<file path="config.mk">
export PLATFORM = sky130hd
export DESIGN_NAME = arr_result_bank
export DESIGN_NICKNAME = d
export VERILOG_FILES = /design/src/design/arr_pkg.sv /design/src/design/arr_result_bank.sv /design/src/design/arr_result_slot.sv
export SDC_FILE = /design/constraint.sdc
export NUM_CORES = 1
export LEC_CHECK = 0
export BUFFER_PORTS_ARGS = -buffer_cell sky130_fd_sc_hd__buf_2
export CORE_MARGIN = 5
export CORE_UTILIZATION = 50
export CTS_CLUSTER_SIZE = 25
export DETAILED_ROUTE_END_ITERATION = 10
export GPL_TIMING_DRIVEN = 0
export PLACE_DENSITY = 0.76
export SETUP_SLACK_MARGIN = 0.4
export SLEW_MARGIN = 25
export SYNTH_ARGS = -nofsm -noshare
export SYNTH_HDL_FRONTEND = slang
export SYNTH_SLANG_ARGS = --single-unit
</file>
<file path="constraint.sdc">
create_clock -name ref_clk -period 1.3 [get_ports ref_clk]
set_input_delay 0.13 -clock ref_clk [delete_from_list [all_inputs] [get_ports ref_clk]]
set_output_delay 0.13 -clock ref_clk [all_outputs]
set_load 0.005 [all_outputs]
</file>
<file path="src/design/arr_pkg.sv">
// package: result register offsets, field positions and reset values
package arr_pkg;
    // register offsets on the host register port
    localparam logic [7:0] OFS_CHG_CUR_HIGH = 8'h19;
    localparam logic [7:0] OFS_CHG_CUR_LOW = 8'h1A;
    localparam logic [7:0] OFS_BUS_VOLT_HIGH = 8'h1B;
    localparam logic [7:0] OFS_BUS_VOLT_LOW = 8'h1C;
    localparam logic [7:0] OFS_BAT_VOLT_HIGH = 8'h1D;
    localparam logic [7:0] OFS_BAT_VOLT_LOW = 8'h1E;
    // field layout
    localparam int SIGN_BIT = 7;
    localparam int RESULT_BITS = 16;
    localparam logic [7:0] RESULT_RESET = 8'h00;
    localparam logic [7:0] RESERVED_MASK = 8'h7F;
    localparam logic [7:0] UNMAPPED_READ = 8'h00;
    // channel indices
    localparam int CH_CHG_CUR = 0;
    localparam int CH_BUS_VOLT = 1;
    localparam int CH_BAT_VOLT = 2;
    localparam int NUM_CH = 3;
endpackage : arr_pkg

</file>
<file path="src/design/arr_result_bank.sv">
// result register bank: converter results readable by the host
//
// Operation
// - charge-current low byte, 1 mA lsb, reset zero
// - bus-voltage high byte, 256 mV lsb, reset zero
// - bus-voltage low byte, 1 mV lsb, reset zero
// - battery-voltage high byte, 256 mV lsb, reset zero
// - voltage results two's complement, bit 15 sign
// - charge-current high byte bit 7 reads zero
// - battery-voltage low byte, 1 mV lsb, reset zero
//
// each result is held as one 16-bit slot and read out a byte at a time;
// reading the high byte and then the low byte is not atomic, so a load
// landing between the two reads can tear the pair (software rereads)
// read data is registered: the answer shows one cycle after the strobe
// and then stands until the next read, so a slow host may still pick it
// watchdog expiry comes in only so that the hold can be checked
`timescale 1ns/1ns
`default_nettype none
module arr_result_bank
    import arr_pkg::*;
(
    // clock and reset
    input wire logic ref_clk,
    input wire logic sys_rst,
    // register-reset command and watchdog expiry
    input wire logic reg_reset_cmd,
    input wire logic watchdog_expired,
    // converter results, one-cycle valid strobes
    input wire logic chg_cur_valid,
    input wire logic [15:0] charge_current_result,
    input wire logic bus_volt_valid,
    input wire logic [15:0] input_bus_voltage_result,
    input wire logic bat_volt_valid,
    input wire logic [15:0] battery_voltage_result,
    // host register port
    input wire logic host_rd,
    input wire logic host_wr,
    input wire logic [7:0] host_addr,
    input wire logic [7:0] host_wdata,
    output logic [7:0] host_rdata,
    output logic host_rvalid
);
    // per-channel inputs gathered for the generate loop
    logic [NUM_CH-1:0] ch_load;
    logic [15:0] ch_in [NUM_CH];
    logic [15:0] ch_val [NUM_CH];
    logic [7:0] next_rdata;
    // whole-slot reset value, both bytes zero
    localparam logic [15:0] SLOT_RESET = {RESULT_RESET, RESULT_RESET};

    assign ch_load = {bat_volt_valid, bus_volt_valid, chg_cur_valid};
    assign ch_in[CH_CHG_CUR] = charge_current_result;
    assign ch_in[CH_BUS_VOLT] = input_bus_voltage_result;
    assign ch_in[CH_BAT_VOLT] = battery_voltage_result;

    // one slot per channel; watchdog deliberately not wired in
    genvar g;
    generate
        for (g = 0; g < NUM_CH; g++) begin : g_slot
            arr_result_slot u_slot (
                .ref_clk(ref_clk),
                .sys_rst(sys_rst),
                .clear_cmd(reg_reset_cmd),
                .load(ch_load[g]),
                .new_value(ch_in[g]),
                .value(ch_val[g])
            );
        end
    endgenerate

    // read decode; host writes have no path into any slot
    always_comb begin
        next_rdata = UNMAPPED_READ;
        unique case (host_addr)
            OFS_CHG_CUR_HIGH: next_rdata = ch_val[CH_CHG_CUR][15:8] & RESERVED_MASK;
            OFS_CHG_CUR_LOW: next_rdata = ch_val[CH_CHG_CUR][7:0];
            OFS_BUS_VOLT_HIGH: next_rdata = ch_val[CH_BUS_VOLT][15:8];
            OFS_BUS_VOLT_LOW: next_rdata = ch_val[CH_BUS_VOLT][7:0];
            OFS_BAT_VOLT_HIGH: next_rdata = ch_val[CH_BAT_VOLT][15:8];
            OFS_BAT_VOLT_LOW: next_rdata = ch_val[CH_BAT_VOLT][7:0];
            default: next_rdata = UNMAPPED_READ;
        endcase
    end

    // read data registered, one cycle after the strobe
    always_ff @(posedge ref_clk) begin
        if (sys_rst) begin
            host_rdata <= RESULT_RESET;
            host_rvalid <= 1'b0;
        end else begin
            host_rvalid <= host_rd;
            // hold last data between reads
            if (host_rd) begin
                host_rdata <= next_rdata;
            end
        end
    end

    // assertions
    // byte read checks compare the answer with the converter input two cycles back, sign checks with the slot;
    // load checks tie each slot to its converter input, so together they
    // follow a result from its strobe to the host without a scoreboard

    clear_zeroes_a: assert property (@(posedge ref_clk) disable iff (sys_rst)
        reg_reset_cmd ##1 (host_rd && host_addr == OFS_BUS_VOLT_LOW && !reg_reset_cmd)
        |=> host_rdata == RESULT_RESET)
        else $error("bus voltage low byte not cleared");
    clear_all_a: assert property (@(posedge ref_clk) disable iff (sys_rst)
        reg_reset_cmd |=> (ch_val[CH_CHG_CUR] == SLOT_RESET
            && ch_val[CH_BUS_VOLT] == SLOT_RESET && ch_val[CH_BAT_VOLT] == SLOT_RESET))
        else $error("result slot not cleared by command");
    reset_slots_a: assert property (@(posedge ref_clk)
        sys_rst |=> (ch_val[CH_CHG_CUR] == SLOT_RESET
            && ch_val[CH_BUS_VOLT] == SLOT_RESET && ch_val[CH_BAT_VOLT] == SLOT_RESET))
        else $error("result slot not zero after reset");
    // reset leaves the read port idle
    reset_port_a: assert property (@(posedge ref_clk)
        sys_rst |=> (host_rdata == RESULT_RESET && !host_rvalid))
        else $error("read port not idle after reset");

    reserved_zero_a: assert property (@(posedge ref_clk) disable iff (sys_rst)
        (host_rd && host_addr == OFS_CHG_CUR_HIGH) |=> !host_rdata[SIGN_BIT])
        else $error("reserved bit read as one");
    chg_low_a: assert property (@(posedge ref_clk) disable iff (sys_rst)
        (chg_cur_valid && !reg_reset_cmd) ##1
        (host_rd && host_addr == OFS_CHG_CUR_LOW && !reg_reset_cmd && !chg_cur_valid)
        |=> host_rdata == $past(charge_current_result[7:0], 2))
        else $error("charge current low byte wrong");
    bus_high_a: assert property (@(posedge ref_clk) disable iff (sys_rst)
        (bus_volt_valid && !reg_reset_cmd) ##1
        (host_rd && host_addr == OFS_BUS_VOLT_HIGH && !reg_reset_cmd && !bus_volt_valid)
        |=> host_rdata == $past(input_bus_voltage_result[15:8], 2))
        else $error("bus voltage high byte wrong");
    bus_low_a: assert property (@(posedge ref_clk) disable iff (sys_rst)
        (bus_volt_valid && !reg_reset_cmd) ##1
        (host_rd && host_addr == OFS_BUS_VOLT_LOW && !reg_reset_cmd && !bus_volt_valid)
        |=> host_rdata == $past(input_bus_voltage_result[7:0], 2))
        else $error("bus voltage low byte wrong");
    bat_high_a: assert property (@(posedge ref_clk) disable iff (sys_rst)
        (bat_volt_valid && !reg_reset_cmd) ##1
        (host_rd && host_addr == OFS_BAT_VOLT_HIGH && !reg_reset_cmd && !bat_volt_valid)
        |=> host_rdata == $past(battery_voltage_result[15:8], 2))
        else $error("battery high byte wrong");
    bat_low_a: assert property (@(posedge ref_clk) disable iff (sys_rst)
        (bat_volt_valid && !reg_reset_cmd) ##1
        (host_rd && host_addr == OFS_BAT_VOLT_LOW && !reg_reset_cmd && !bat_volt_valid)
        |=> host_rdata == $past(battery_voltage_result[7:0], 2))
        else $error("battery low byte wrong");
    bus_sign_a: assert property (@(posedge ref_clk) disable iff (sys_rst)
        (host_rd && host_addr == OFS_BUS_VOLT_HIGH)
        |=> host_rdata[SIGN_BIT] == $past(ch_val[CH_BUS_VOLT][RESULT_BITS-1]))
        else $error("bus voltage sign bit lost");
    bat_sign_a: assert property (@(posedge ref_clk) disable iff (sys_rst)
        (host_rd && host_addr == OFS_BAT_VOLT_HIGH)
        |=> host_rdata[SIGN_BIT] == $past(ch_val[CH_BAT_VOLT][RESULT_BITS-1]))
        else $error("battery voltage sign bit lost");

    chg_load_a: assert property (@(posedge ref_clk) disable iff (sys_rst)
        (chg_cur_valid && !reg_reset_cmd)
        |=> ch_val[CH_CHG_CUR] == $past(charge_current_result))
        else $error("charge current result not captured");
    bus_load_a: assert property (@(posedge ref_clk) disable iff (sys_rst)
        (bus_volt_valid && !reg_reset_cmd)
        |=> ch_val[CH_BUS_VOLT] == $past(input_bus_voltage_result))
        else $error("bus voltage result not captured");
    bat_load_a: assert property (@(posedge ref_clk) disable iff (sys_rst)
        (bat_volt_valid && !reg_reset_cmd)
        |=> ch_val[CH_BAT_VOLT] == $past(battery_voltage_result))
        else $error("battery voltage result not captured");

    // watchdog and writes leave slots alone
    hold_value_a: assert property (@(posedge ref_clk) disable iff (sys_rst)
        (!reg_reset_cmd && !bat_volt_valid && (watchdog_expired || host_wr))
        |=> $stable(ch_val[CH_BAT_VOLT]))
        else $error("battery result disturbed");
    hold_chg_a: assert property (@(posedge ref_clk) disable iff (sys_rst)
        (!reg_reset_cmd && !chg_cur_valid && (watchdog_expired || host_wr))
        |=> $stable(ch_val[CH_CHG_CUR]))
        else $error("charge current result disturbed");
    hold_bus_a: assert property (@(posedge ref_clk) disable iff (sys_rst)
        (!reg_reset_cmd && !bus_volt_valid && (watchdog_expired || host_wr))
        |=> $stable(ch_val[CH_BUS_VOLT]))
        else $error("bus voltage result disturbed");

    // read answer one cycle later
    read_valid_a: assert property (@(posedge ref_clk) disable iff (sys_rst)
        host_rd |=> host_rvalid)
        else $error("read not answered");
    no_answer_a: assert property (@(posedge ref_clk) disable iff (sys_rst)
        !host_rd |=> !host_rvalid)
        else $error("answer without a read");
    // read data stands between reads
    rdata_hold_a: assert property (@(posedge ref_clk) disable iff (sys_rst)
        !host_rd |=> $stable(host_rdata))
        else $error("read data moved without a read");
    // offsets outside the bank read zero
    unmapped_zero_a: assert property (@(posedge ref_clk) disable iff (sys_rst)
        (host_rd && (host_addr < OFS_CHG_CUR_HIGH || host_addr > OFS_BAT_VOLT_LOW))
        |=> host_rdata == UNMAPPED_READ)
        else $error("unmapped offset read nonzero");

    // write data deliberately unused: the bank is read only
    logic unused_wdata;
    assign unused_wdata = ^host_wdata;
endmodule : arr_result_bank
`default_nettype wire

</file>
<file path="src/design/arr_result_slot.sv">
// one 16-bit result slot: capture, clear and hold
`timescale 1ns/1ns
`default_nettype none
module arr_result_slot
    import arr_pkg::*;
(
    // clock and reset
    input wire logic ref_clk,
    input wire logic sys_rst,
    // control
    input wire logic clear_cmd,
    input wire logic load,
    input wire logic [15:0] new_value,
    // held result
    output logic [15:0] value
);
    // clear wins over a load in the same cycle; watchdog does not reach here
    always_ff @(posedge ref_clk) begin
        if (sys_rst || clear_cmd) begin
            value <= {RESULT_RESET, RESULT_RESET};
        end else if (load) begin
            value <= new_value;
        end
    end
endmodule : arr_result_slot
`default_nettype wire

</file>
### Yosys cells after proc, flatten, opt, wreduce, memory -nomap -nowiden

Index checks and enable logic that the tools add are counted.

* bits in registers: 56
* bits in latches: 0
* bits in writable memories: 0
* ROM bits: 0
* bits of input ports: 73
* output and inout bits: 9
* logic and storage cells: 13
* memories kept: 0

* add/sub/neg operators: 0
* $mul: 0
* divide/modulo/power cells: 0
* $lt $le $gt $ge: 0
* eq/ne operators: 6
* shift-type cells: 0
* mux-type cells: 1
* bitwise operators: 0
* reduce and logical (&&, ||, !) cells: 1

Operators by type and width (count)
* $eq A8 B5 Y1 const B: 6
* $pmux W8 S6: 1
* $logic_or A1 B1 Y1: 1

### Depth between registers and ports, before layout

* depth after elaboration: 2
* mapped depth: 6
* mapped depth without buffers: 4

### Modules after synthesis

From an unflattened synthesis, not the netlist that was laid out.

* cells, all modules: 240
* area total of the unflattened synthesis: 2489.9 µm²

By module, submodules not included
* arr_result_slot: instances 3, cells an instance 53, area each 581.8 µm², sequential area each 320.3 µm²
* arr_result_bank: instances 1, cells an instance 81, area each 744.5 µm², sequential area each 180.2 µm²

### Least setup slack after synthesis

Ideal clock, no wire load.

* path type: register to register
* start: reg g_slot[1].u_slot.value[4]
* end: reg host_rdata[4]
* setup time: 122 ps
* arrival: 962 ps
* data required time: 1178 ps
* slack: 216 ps
* stages on the path, launching flop included: 5
* path buffers: 0
* period minus slack after synthesis: 1084 ps
* path through: dfxtp_1 mux2_4 a221o_1 nand3_1 a31oi_1

* cells in the longest elaborated chain, start to end: 1

Ends and longest elaborated chain
* from (decl): line arr_result_slot.sv:15 `output logic [15:0] value`
* from (signal assigned): line arr_result_slot.sv:20 `value <= {RESULT_RESET, RESULT_RESET};`
* from (signal assigned): line arr_result_slot.sv:22 `value <= new_value;`
* $pmux W8 S6: line arr_result_bank.sv:75 `unique case (host_addr)`
* to (signal assigned): line arr_result_bank.sv:95 `host_rdata <= next_rdata;`
* to (decl): line arr_result_bank.sv:41 `output logic [7:0] host_rdata,`

No other way between the ends.
A chain may end at the register's enable or synchronous reset.

### Worst setup path in the final report

Same ends and word-level chain as after synthesis.

==> results.ini <==
[final_layout]
final_cell_area_sq_um = 3130
fillers = 427
num-nets-final = 384
area_delta_synth_final_pct = 27.0
stdcell_count = 379
utilization = 0.658
drive_gt1_frac = 0.423
antenna_cells = 0

[worst_hold_path]
min_from = input_bus_voltage_result[5]
hold_class = in2reg
min_to = g_slot[1].u_slot.value[5]
holdPathStages = 3

[clock_network]
cts_hold_buf = 0
clk_pin_slew_ns = 0.09
clock-sinks = 56
cts-htree-levels = 2
clk_path_buf_depth = 2
cts_buffers = 5
cts_tree = yes
root_buffer = clkbuf_8
insertion_delay_ns = 0.30

[pwr]
p_total_mw = 3.20
powerDensity_nw_per_um2 = 1020
p_leak_nw = 1.42
worst_ir_drop_vdd_mv = 0.676

[place]
place_congestion = 0.798
dp_hpwl_mm = 4.42
dp_cells = 370
port_buffers = 63
placed_area_sq_um = 2930

[timing]
tightest_slew_ns = 0.466
finalSetupViolations = 0
drv_slew = 0
period_needed_ns = 1.16
hold_viol_final = 0
fmax_ghz = 0.859
fin_worst_skew_ns = 0.00401
timing.final.crit_share = 0.895
relSlewSlack = 0.689
rsz0062_at_grt = yes

[worst_setup_path]
cp-end-kind = flop
max_stage_delay_ns = 0.33
critical_path_cell_count = 4
critPathBufInv = 0
reg2reg_to = host_rdata[4]
crit_type = reg2reg
critical_path_required_ns = 1.50
crit_chain = mux2_4 -> a221o_1 -> nand3_2 -> a31oi_1
crit_path_top_delay_cell = dfxtp_2
reg2reg_from = g_slot[1].u_slot.value[4]
crit_family = compound AO/OA/AOI/OAI gates
crit_path_start_kind = flop
cp.arrival_ns = 1.36
path_max_fanout = 2
worstSetupStartpoint = g_slot[1].u_slot.value[4]
reg2regPathDepth = 4
r2r_slack_ns = 0.14

[grt]
busiest_layer = met2
grt_pass1_wl_mm = 9.28
grt-ovfl-total = 0
grt_usage = 0.189
grt_pass1_vias = 1921
grtUsageMet2 = 0.302
grt_use_met1 = 0.251
grt_use_met3 = 0.0404
antenna_found_initial = 0
grt_max_degree = 16

[floorplan]
die_h_um = 80.2
initial_core_util = 0.518
coreArea_sq_um = 4750
row_count = 25
dieWidth_um = 80.2
ios = 82
die_area_sq_um = 6430

[yosys]
yosysWarnings = 0
synth_mux_area_frac = 0.254
synth-compound-area-share = 0.0853
yosys.area_share.simple = 0.147
synthFlopType = dfxtp_1
synth_nets = 313
syn-cell-area_sq_um = 2460
synthXorXnorAreaFrac = 0
synthDominantCellAreaShare = 0.455
synth_edf_count = 0
ys_seq_area_frac = 0.455
synthAdderAreaFrac = 0
syn_inst = 240
synth_top_area_cell = dfxtp_1
async_flop_share = 0
postSynthAreaPerCell_sq_um = 10.3
synth_area_leaders = dfxtp_1, mux2i_1, nor2_1
synth_top_family_by_area = multiplexers
ys_ff_latch = 56
synth.distinct_cells = 35

[route]
drt_iter0_markers = 83
routedWlPerCell_um = 15.4
drt-pass1-iter-count = 4
vias = 1962
wirelength_mm = 5.84
antenna_left = 0
via_per_inst = 5.18
drc = 0

[job]
cap_violations = 0

[outcome]
status = completed

## synthesized netlist by cell type (all sizes together), types with 2 or more instances
library cell and number:
mux2 6, o22ai 2, dfxtp 56, a211oi 2, a221oi 4, nand2 3, a21oi 2, mux2i 55
and2 2, nand2b 6, nor2 50, a31oi 2, inv 3, nand3 4, a21o 2, o32ai 6
a221o 4, buf 18, nor2b 2
## power by group
| part | leakage, nW | internal [mW] | switching (mW) |
|---|---|---|---|
| clock network | 0.0455 | 0.436 | 0.526 |
| registers | 0.464 | 1.77 | 0.0316 |
| logic | 0.907 | 0.232 | 0.213 |
## kinds of logic (layout without fill, tap and decap cells)
group                  count (synthesis)  after routing
and+or+nand+nor                       74             74
muxes                                 61             61
DFF                                   56             56
AOI/OAI and AO/OA                     26             26
buffers and inverters                 23             95
## per-layer routing
layer | vias up | share of wire
met5 | - | 0
met4 | 0 | 0.015
met3 | 8 | 0.055
met2 | 54 | 0.47
met1 | 917 | 0.46
li1 | 983 | -
## per-stage QoR
step	hold WS, ns	setup WS [ns]	TNS (ns)
finish	0.0558	0.136	0
global route	0.0496	0.0928	0
CTS	0.0527	0.132	0
detailed placement	0.370	-0.0236	-0.0236
global placement	0.361	-0.0178	-0.0178
floorplan	0.277	0.229	0
## worst register-to-register path, stage by stage, from the launching register on
cell and delay (ns):
dfxtp_2 0.33, mux2_4 0.26, a221o_1 0.32, nand3_2 0.08, a31oi_1 0.07
## cells in the final DEF (no fill, tap or decap), types with 3 or more instances in the layout
cell type / n
inv_1: 3
dfxtp_1: 39
a221o_1: 4
clkbuf_8: 6
dfxtp_2: 17
clkbuf_1: 3
buf_6: 7
nand3_1: 3
buf_2: 65
mux2i_1: 52
buf_4: 9
o32ai_1: 5
mux2_4: 4
a221oi_2: 3
nand2b_1: 6
nor2_1: 50
## layout make-up
type / count / area, sq um / area share
multi-input cells: 161 / 1310 / 0.418
flip-flops and latches: 56 / 1140 / 0.365
repair buffers: 64 / 335 / 0.107
plain buffers: 19 / 155 / 0.0496
clock buffers: 8 / 90.1 / 0.0288
well taps: 67 / 83.8 / 0.0268
inverters: 4 / 15.0 / 0.00480
## flip-flops by register name, indices dropped and copies added, names as in the netlist
register             count
host_rvalid              1
g_slot.u_slot.value     47
host_rdata               8
## how the worst max path moves through the flow
stage / to / slack (ns)
final: host_rdata[4] / 0.14
after global routing: host_rdata[4] / 0.09
after CTS: host_rdata[4] / 0.13
after detailed placement: host_rdata[2] / -0.02
after global placement: host_rdata[2] / -0.02
after floorplan: host_rdata[4] / 0.23
## what timing repair did
item                       in CTS  in global routing
gates resized for setup        14                 17
pin swaps                       8                  5
gates cloned                    0                  0
setup endpoints to repair      11                 16
buffers inserted                0                  1
Power figures use the tool's default switching activity.
